**src/logic/fps_pkg.sv**
```systemverilog
package fps_pkg;
  // Parameter block addresses in SRAM page 0
  localparam logic [7:0] FPS_ADDR_FIRST_KEY_SLOT = 8'hf8;
  localparam logic [7:0] FPS_ADDR_SECOND_KEY_SLOT = 8'hf9;
  localparam logic [7:0] FPS_ADDR_BLKID = 8'hfa;
  localparam logic [7:0] FPS_ADDR_CLOCK = 8'hfc;
  localparam logic [7:0] FPS_ADDR_DELAY = 8'hfe;
  localparam logic [7:0] FPS_ADDR_PROT_SRC = 8'h80;
  localparam logic [7:0] FPS_FIRST_KEY_SLOT_VALUE = 8'h3a;
  localparam logic [7:0] FPS_RC_OK = 8'h00;
  localparam logic [7:0] FPS_RC_PROTECTED = 8'h01;
  // Geometry
  localparam int FPS_PROT_BYTES = 64;
  localparam int FPS_MACROS = 2;
  localparam logic [5:0] FPS_PROT_LAST = 6'h3f;
  localparam logic [5:0] FPS_TBL_LAST = 6'h07;
  localparam logic [2:0] FPS_TBL_ID = 3'h0;
  localparam logic [2:0] FPS_TBL_TRIM = 3'h1;
  // Arbitrary neutral die revision value
  localparam logic [15:0] FPS_DIE_REV = 16'h0001;
  localparam logic [7:0] FPS_TRIM_X = 8'hff;

  typedef enum logic [1:0] {
    FPS_LVL_OPEN,
    FPS_LVL_RDPROT,
    FPS_LVL_NOEXTWR,
    FPS_LVL_FULL
  } fps_level_t;

  typedef enum logic [2:0] {
    FPS_FN_NONE,
    FPS_FN_PROTECT,
    FPS_FN_ERASE_ALL,
    FPS_FN_TABLE_READ,
    FPS_FN_CHECK_READ,
    FPS_FN_CHECK_WRITE
  } fps_func_t;

  typedef struct packed {
    logic supervisor_read_allowed;
    logic external_read_allowed;
    logic external_write_allowed;
    logic internal_write_allowed;
  } fps_perm_t;

  // Flash macro command toward the array
  typedef struct packed {
    logic valid;
    logic [1:0] op;
    logic [0:0] macro;
    logic prot_blk;
    logic [7:0] divider;
    logic [7:0] delay;
  } fps_flash_cmd_t;

  localparam logic [1:0] FPS_OP_ERASE = 2'h0;
  localparam logic [1:0] FPS_OP_ZERO = 2'h1;

  typedef struct packed {
    logic we;
    logic [7:0] addr;
    logic [7:0] data;
  } fps_sram_wr_t;
endpackage

```
**src/logic/fps_supervisor.sv**
```systemverilog
`timescale 1ns/1ps
module fps_supervisor
  import fps_pkg::*;
(
  input wire logic clk_i, // 50 MHz clock
  input wire logic rst_i, // Sync reset, active high
  input wire logic start_i, // Call pulse
  input wire fps_func_t func_i, // Requested function
  input wire logic [7:0] first_key_slot_i, // Key slot one contents
  input wire logic [7:0] second_key_slot_i, // Key slot two contents
  input wire logic [7:0] stack_ptr_i, // Current stack pointer
  input wire logic [7:0] block_number_param_i, // Block or table number
  input wire logic [7:0] divider_i, // Write pulse divider
  input wire logic [7:0] delay_i, // Delay parameter
  input wire logic [7:0] sram_rdata_i, // SRAM byte at sram_raddr_o
  input wire logic flash_done_i, // Flash macro op finished
  input wire logic [7:0] table_rdata_i, // Table row byte at table_addr_o
  input wire logic [7:0] trim_rev_i, // Internal revision count
  output fps_sram_wr_t sram_wr_o, // SRAM write
  output logic [7:0] sram_raddr_o, // SRAM read address
  output fps_flash_cmd_t flash_cmd_o, // Flash macro command
  output logic [5:0] table_addr_o, // Table row byte address
  output logic [7:0] acc_o, // Returned accumulator
  output logic [7:0] idx_o, // Returned index register
  output fps_perm_t perm_o, // Permissions of checked block
  output logic busy_o, // Function running
  output logic done_o, // One-cycle completion pulse
  output logic halt_o // Bad key halt
);
  typedef enum logic [3:0] {
    S_IDLE, S_PROT_RD, S_PROT_WR, S_EA_USER, S_EA_PROT, S_EA_WAIT,
    S_TBL, S_CHECK, S_FINISH, S_HALT
  } fps_state_t;

  // Protection table, one 64-byte bank per macro
  logic [7:0] prot_q [FPS_MACROS*FPS_PROT_BYTES];
  logic [7:0] prot_d [FPS_MACROS*FPS_PROT_BYTES];
  fps_state_t st_q, st_d, ret_q, ret_d;
  fps_func_t fn_q, fn_d;
  logic [6:0] idx_q, idx_d;
  logic [1:0] step_q, step_d;
  logic [0:0] mac_q, mac_d;
  fps_sram_wr_t wr_q, wr_d;
  fps_flash_cmd_t cmd_q, cmd_d;
  logic [7:0] sraddr_q, sraddr_d, acc_q, acc_d, x_q, x_d;
  logic [5:0] taddr_q, taddr_d;
  fps_perm_t perm_q, perm_d;
  logic busy_q, busy_d, done_q, done_d, halt_q, halt_d;

  function automatic fps_perm_t level_perm(input logic [1:0] lvl);
    fps_perm_t p;
    p = '{1'b1, 1'b1, 1'b1, 1'b1};
    unique case (fps_level_t'(lvl))
      FPS_LVL_OPEN: p = '{1'b1, 1'b1, 1'b1, 1'b1};
      FPS_LVL_RDPROT: p = '{1'b0, 1'b0, 1'b1, 1'b1};
      FPS_LVL_NOEXTWR: p = '{1'b0, 1'b0, 1'b0, 1'b1};
      FPS_LVL_FULL: p = '{1'b0, 1'b0, 1'b0, 1'b0};
    endcase
    return p;
  endfunction

  // Block b lives in byte b/4, bits 2*(b%4) upward
  function automatic logic [1:0] block_level(input logic [7:0] blk,
                                            input logic [7:0] byt);
    return byt[{blk[1:0], 1'b0} +: 2];
  endfunction

  always_comb begin
    st_d = st_q;
    ret_d = ret_q;
    fn_d = fn_q;
    idx_d = idx_q;
    step_d = step_q;
    mac_d = mac_q;
    prot_d = prot_q;
    wr_d = '0;
    cmd_d = cmd_q;
    cmd_d.valid = 1'b0;
    sraddr_d = sraddr_q;
    taddr_d = taddr_q;
    acc_d = acc_q;
    x_d = x_q;
    perm_d = perm_q;
    busy_d = busy_q;
    done_d = 1'b0;
    halt_d = halt_q;
    unique case (st_q)
      S_IDLE: begin
        if (start_i && func_i != FPS_FN_NONE) begin
          fn_d = func_i;
          busy_d = 1'b1;
          idx_d = '0;
          step_d = '0;
          mac_d = 1'(FPS_MACROS - 1);
          cmd_d.divider = divider_i;
          cmd_d.delay = delay_i;
          // Key check; function code not run on bad keys
          if (first_key_slot_i != FPS_FIRST_KEY_SLOT_VALUE || second_key_slot_i != stack_ptr_i) begin
            st_d = S_HALT;
          end else begin
            unique case (func_i)
              FPS_FN_PROTECT: begin
                st_d = S_PROT_RD;
                sraddr_d = FPS_ADDR_PROT_SRC;
              end
              FPS_FN_ERASE_ALL: st_d = S_EA_USER;
              FPS_FN_TABLE_READ: begin
                st_d = S_TBL;
                taddr_d = {block_number_param_i[2:0], 3'h0};
                sraddr_d = FPS_ADDR_FIRST_KEY_SLOT;
              end
              default: st_d = S_CHECK;
            endcase
          end
        end
      end
      // SRAM byte returns one cycle after its address
      S_PROT_RD: st_d = S_PROT_WR;
      S_PROT_WR: begin
        // OR only: protect can never lower a level
        prot_d[idx_q] = prot_q[idx_q] | sram_rdata_i;
        idx_d = idx_q + 7'h1;
        sraddr_d = sraddr_q + 8'h1;
        st_d = (idx_q == 7'(FPS_MACROS*FPS_PROT_BYTES - 1)) ? S_FINISH : S_PROT_RD;
      end
      S_EA_USER: begin
        // User space of both macros is targeted here; the protection blocks follow in S_EA_PROT
        cmd_d = '{1'b1, (step_q == 2'h1) ? FPS_OP_ZERO : FPS_OP_ERASE, mac_q, 1'b0,
                  cmd_q.divider, cmd_q.delay};
        ret_d = S_EA_USER;
        st_d = S_EA_WAIT;
      end
      S_EA_PROT: begin
        cmd_d = '{1'b1, step_q[0] ? FPS_OP_ZERO : FPS_OP_ERASE, mac_q, 1'b1,
                  cmd_q.divider, cmd_q.delay};
        ret_d = S_EA_PROT;
        st_d = S_EA_WAIT;
      end
      S_EA_WAIT: begin
        if (flash_done_i) begin
          st_d = ret_q;
          step_d = step_q + 2'h1;
          if (ret_q == S_EA_USER && step_q == 2'h2) begin
            step_d = '0;
            mac_d = mac_q - 1'b1;
            if (mac_q == '0) begin
              st_d = S_EA_PROT;
              mac_d = 1'(FPS_MACROS - 1);
            end
          end else if (ret_q == S_EA_PROT && step_q == 2'h1) begin
            step_d = '0;
            for (int i = 0; i < FPS_PROT_BYTES; i++) begin
              prot_d[{mac_q, i[5:0]}] = 8'h00;
            end
            mac_d = mac_q - 1'b1;
            if (mac_q == '0) begin
              st_d = S_FINISH;
            end
          end
        end
      end
      S_TBL: begin
        // Eight table bytes land in F8h..FFh
        wr_d = '{1'b1, sraddr_q, table_rdata_i};
        sraddr_d = sraddr_q + 8'h1;
        taddr_d = taddr_q + 6'h1;
        if (taddr_q[2:0] == FPS_TBL_LAST[2:0]) begin
          st_d = S_FINISH;
          if (taddr_q[5:3] == FPS_TBL_TRIM) begin
            acc_d = trim_rev_i;
            x_d = FPS_TRIM_X;
          end else begin
            acc_d = FPS_DIE_REV[7:0];
            x_d = FPS_DIE_REV[15:8];
          end
        end
      end
      S_CHECK: begin
        // Supervisory access only; table-read instruction bypasses this path
        perm_d = level_perm(block_level(block_number_param_i,
                   prot_q[{1'b0, block_number_param_i[7:2]}]));
        acc_d = '0;
        x_d = '0;
        if ((fn_q == FPS_FN_CHECK_READ && !perm_d.supervisor_read_allowed) ||
            (fn_q == FPS_FN_CHECK_WRITE && !perm_d.internal_write_allowed)) begin
          wr_d = '{1'b1, FPS_ADDR_FIRST_KEY_SLOT, FPS_RC_PROTECTED};
        end else begin
          wr_d = '{1'b1, FPS_ADDR_FIRST_KEY_SLOT, FPS_RC_OK};
        end
        st_d = S_FINISH;
      end
      S_FINISH: begin
        busy_d = 1'b0;
        done_d = 1'b1;
        st_d = S_IDLE;
      end
      S_HALT: begin
        halt_d = 1'b1;
      end
      default: st_d = S_IDLE;
    endcase
  end

  always_ff @(posedge clk_i) begin
    if (rst_i) begin
      st_q <= S_IDLE;
      ret_q <= S_IDLE;
      fn_q <= FPS_FN_NONE;
      idx_q <= '0;
      step_q <= '0;
      mac_q <= '0;
      wr_q <= '0;
      cmd_q <= '0;
      sraddr_q <= '0;
      taddr_q <= '0;
      acc_q <= '0;
      x_q <= '0;
      perm_q <= '0;
      busy_q <= 1'b0;
      done_q <= 1'b0;
      halt_q <= 1'b0;
    end else begin
      st_q <= st_d;
      ret_q <= ret_d;
      fn_q <= fn_d;
      idx_q <= idx_d;
      step_q <= step_d;
      mac_q <= mac_d;
      wr_q <= wr_d;
      cmd_q <= cmd_d;
      sraddr_q <= sraddr_d;
      taddr_q <= taddr_d;
      acc_q <= acc_d;
      x_q <= x_d;
      perm_q <= perm_d;
      busy_q <= busy_d;
      done_q <= done_d;
      halt_q <= halt_d;
    end
  end

  // Nonvolatile contents: not cleared by reset
  always_ff @(posedge clk_i) begin
    prot_q <= prot_d;
  end

  assign sram_wr_o = wr_q;
  assign sram_raddr_o = sraddr_q;
  assign flash_cmd_o = cmd_q;
  assign table_addr_o = taddr_q;
  assign acc_o = acc_q;
  assign idx_o = x_q;
  assign perm_o = perm_q;
  assign busy_o = busy_q;
  assign done_o = done_q;
  assign halt_o = halt_q;
endmodule

```
**config.mk**
```make
export PLATFORM = sky130hd
export DESIGN_NAME = fps_supervisor
export DESIGN_NICKNAME = d
export VERILOG_FILES = /design/src/logic/fps_pkg.sv /design/src/logic/fps_supervisor.sv
export SDC_FILE = /design/constraint.sdc
export NUM_CORES = 2
export LEC_CHECK = 0
export BUFFER_PORTS_ARGS = -buffer_cell sky130_fd_sc_hd__buf_2
export CORE_MARGIN = 2
export CORE_UTILIZATION = 35
export CTS_CLUSTER_DIAMETER = 50
export DETAILED_ROUTE_END_ITERATION = 8
export PLACE_DENSITY_LB_ADDON = 0.05
export SLEW_MARGIN = 20
export SYNTH_ARGS = -nofsm -noshare
export SYNTH_HDL_FRONTEND = slang
export SYNTH_SLANG_ARGS = --single-unit
```
**constraint.sdc**
```tcl
create_clock -name clk_i -period 3.3 [get_ports clk_i]
set_input_delay 0.495 -clock clk_i [delete_from_list [all_inputs] [get_ports clk_i]]
set_output_delay 0.495 -clock clk_i [all_outputs]
set_load 0.05 [all_outputs]
```
==> flow_summary.yaml <==
power:
  power.share.combinational_pct: 11.5
  cell_internal_power_mw: 27.8
  switching_share_pct: 26.1
  power.ir.vdd_worst_uv: 572
  power.total_mw: 37.7
  p_leak_nw: 25.8
  power.share.sequential_pct: 40.7
  power_density_mw_per_mm2: 510
  power.net_switching_mw: 9.83
  share_clk_of_total_power_pct: 47.8
worst_hold_path:
  hold_path.class: "in -> reg"
setup_path:
  critical_path_class: "reg -> reg"
  crit_fanout: 10
  timing.critical_path.arrival_ns: 4.26
  critPathBufInv: 6
  startpoint_type: "flop"
  worst_path_largest_cell_delay_ns: 0.47
  cp_data_required_time_ns: 3.83
  timing.critical_path.slowest_stage_cell: "a21oi_1"
  nature_of_the_critical_path_endpoint: "flop"
  crit_path_cell_trace: "and3b_4 > buf_4 > buf_4 > a22oi_1 > nand4_1 > a21oi_1 > nor2_1 > o21ai_0 > buf_4 > nand4b_1 > buf_4 > buf_12 > buf_12 > a22o_1"
  crit_path_frequent_cell: "buf_4"
  crit_family: "compound AO/OA/AOI/OAI gates"
clock_tree:
  worst_setup_hold_path_clk_slew_ns: 0.06
  tritoncts: "done"
  cts-root-buf: "clkbuf_16"
  cts_inserted_buffers: 160
  clockBufferDepth: 3
  sinks_on_the_clock_net: 1108
  cts_max_level: 4
  clk_latency_ns: 0.81
run:
  cap_viol_max_count: 0
global_route:
  global_route.usage.total_pct: 29.7
  grt_pass1_wl_mm: 362
  number_of_antenna_violations_at_the_first_check_in_global_routing: 6
  globalRoute.totalOverflow: 0
  grt_start_max_net_pins: 105
  first_global_vias: 46000
routing:
  drt_pass1_iterations: 6
  drtIter0Drc: 6256
  via_count: 48400
  drt-vias-per-instance: 6.40
  postRouteAntennaNets: 0
  routed_wl_mm: 260
  route.detailed.drc: 0
  detail_route.wl_per_cell_um: 34.5
floorplan:
  ioPinCount: 154
  die_h_um: 409
  design.core.area_sq_mm: 0.163
  floorplan.die_area_sq_mm: 0.167
  std_cell_rows: 148
  initial_utilization_pct: 35.2
  die_width_um: 409
placed_design:
  routabilityCongestion: 0.976
  pre_cts_ws_ns: -0.851
  placed_area_sq_mm: 0.0668
  portBuffers: 152
  dp_hpwl_mm: 177
sta:
  max_freq_ghz: 0.268
  finalCritPeriodShare_pct: 113
  timing.max_slew.rel_slack_pct: 25.3
  worst_pin_slew_ns: 1.12
  rsz_0062_raised_after_global_routing: "yes"
  timing.clock.skew_ns: 0.0346
  slew_viol_final: 0
  timing.final.ws_setup_ns: -0.433
  hold_violations: 0
  total_of_endpoints_with_negative_setup_slack_in_the_final_report: 1023
  final.min_clock_period_ns: 3.73
outcome:
  run_status: "finished, violations left"
  violations: "negative setup slack"
yosys:
  ys.warnings.count: 0
  synth-async-reset-ratio_pct: 0
  post_synth.cell_area_avg_sq_um: 12.7
  postSynthNetCount: 4586
  ys_seq_area_share_pct: 56.6
  post_synth_num_cell_types: 69
  ys_seq_elements: 1108
  most_used_dff_post_synth: "edfxtp_1"
  netlist_instances: 4503
  synth_edf_count: 1024
  mapped_area_sq_mm: 0.0573
final_layout:
  top_library_cells_by_usage_in_the_layout_fill_and_taps_aside: "1,120 x a22o_1, 1,024 x edfxtp_1, 713 x buf_4, 272 x a22oi_1, 226 x a21oi_1"
  register_area_sq_mm: 0.0324
  final_net_count: 5331
  multi_input_area_sq_mm: 0.0227
  fillers: 15000
  ratio_of_cells_with_drive_above_1_in_the_final_layout_pct: 28.7
  area.growth.synth_to_final_pct: 28.9
  final_common_cell: "a22o_1"
  stdcell_area_sq_mm: 0.0738
==> cells in the mapped netlist, types with 17 or more instances <==
library cell,count,area share [%]
a21oi_1,230,2.0
a221oi_1,112,1.7
a22o_1,1120,17
a22oi_1,273,3.6
a31oi_1,91,0.99
buf_1,24,0.16
buf_2,180,1.6
buf_4,25,0.33
buf_6,18,0.35
clkbuf_1,247,1.6
dfxtp_1,84,2.9
edfxtp_1,1024,54
inv_1,133,0.87
mux2_2,28,0.55
mux2i_1,58,1.0
mux4_2,120,4.7
nand2_1,127,0.83
nand3_1,28,0.24
nand4_1,23,0.25
nor2_1,217,1.4
nor2b_1,25,0.27
nor3_1,33,0.29
nor4_1,17,0.19
o21ai_0,57,0.50
o221ai_1,24,0.37
==> logic make-up after synthesis <==
| logic type | Yosys count | synth area share [%] |
|---|---|---|
| AOI/OAI and AO/OA | 1995 | 27.5 |
| xor gates and xnor gates | 9 | 0.138 |
| adders and majority gates | 5 | 0.105 |
| buffers and inverters | 629 | 4.91 |
| DFF | 1108 | 56.6 |
| muxes | 206 | 6.28 |
| other | 1 | 0.00654 |
| and+or+nand+nor | 550 | 4.47 |
==> final cells by class <==
type	instances	share of cell area [%]
Antenna cell	1	0.00339
Clock buffer	187	5.76
Clock inverter	103	1.69
Inverter	135	0.686
Multi-Input combinational cell	2768	30.7
Sequential cell	1108	43.9
Tap cell	2175	3.69
Timing Repair Buffer	1075	13.5
==> repair_timing <==
item,4_1_cts,5_1_grt
setup buffers,6,13
hold buffers,34,0
pin swaps,4,5
gates resized for setup,44,81
hold endpoints to repair,34,0
cloned,3,15
endpoints found under the setup margin,1024,1024
==> power by group through the flow <==
stage                     sequential, mW  combinational (mW)  clock, mW
after floorplan                     15.8                1.64          0
final                               15.3                4.35       18.0
after CTS                           15.3                4.04       18.3
after global placement              15.6                3.90          0
after detailed placement            15.6                3.90          0
after global routing                15.3                4.48       18.9
==> routing by layer <==
metal | part of all wire [%] | up-vias | global-route usage (%)
met3 | 8.1 | 441 | 5.23
met2 | 45 | 2668 | 45.3
li1 | - | 20200 | -
met1 | 43 | 25000 | 42.4
met4 | 3.8 | 4 | 10.4
met5 | 0.010 | - | 0
==> tightest hold or removal path: stages <==
cell	delay, ns
buf_2	0.07
or4b_2	0.10
a32oi_1	0.09
nor2_1	0.08
==> flip-flops by register name, indices dropped and copies added, names as in the netlist <==
| signal | cells |
|---|---|
| halt_o | 1 |
| done_o | 1 |
| flash_cmd_o | 19 |
| sram_wr_o | 17 |
| table_addr_o | 6 |
| acc_o | 8 |
| st_q | 4 |
| fn_q | 3 |
| mac_q | 1 |
| step_q | 2 |
| ret_q | 2 |
| sram_raddr_o | 8 |
| perm_o | 3 |
| idx_o | 1 |
| busy_o | 1 |
| idx_q | 7 |
| prot_q | 1024 |
==> per-stage QoR <==
| step | util (%) | TNS, ns | cells | hold slack, ns |
|---|---|---|---|---|
| after floorplan | - | 0 | 4503 | 0.431 |
| after global placement | 41.1 | -570.07 | 7190 | 0.439 |
| after detailed placement | 41.1 | -580.88 | 7190 | 0.445 |
| after CTS | 44.9 | -322.12 | 7523 | 0.0365 |
| after global routing | 45.4 | -359.77 | 7551 | 0.0958 |
| final | 45.4 | -331.00 | 7552 | 0.0813 |
==> final timing paths <==
| kind | start | end | slack (ns) | cells past startpoint |
|---|---|---|---|---|
| max | idx_q[1] | prot_q[411] | -0.43 | 14 |
| min | trim_rev_i[0] | acc_o[0] | 0.08 | 4 |
| max reg2reg | idx_q[1] | prot_q[411] | -0.43 | 14 |
| min reg2reg | flash_cmd_o[8] | flash_cmd_o[8] | 0.45 | 2 |
Note: power is estimated with default switching activity, not from simulation.
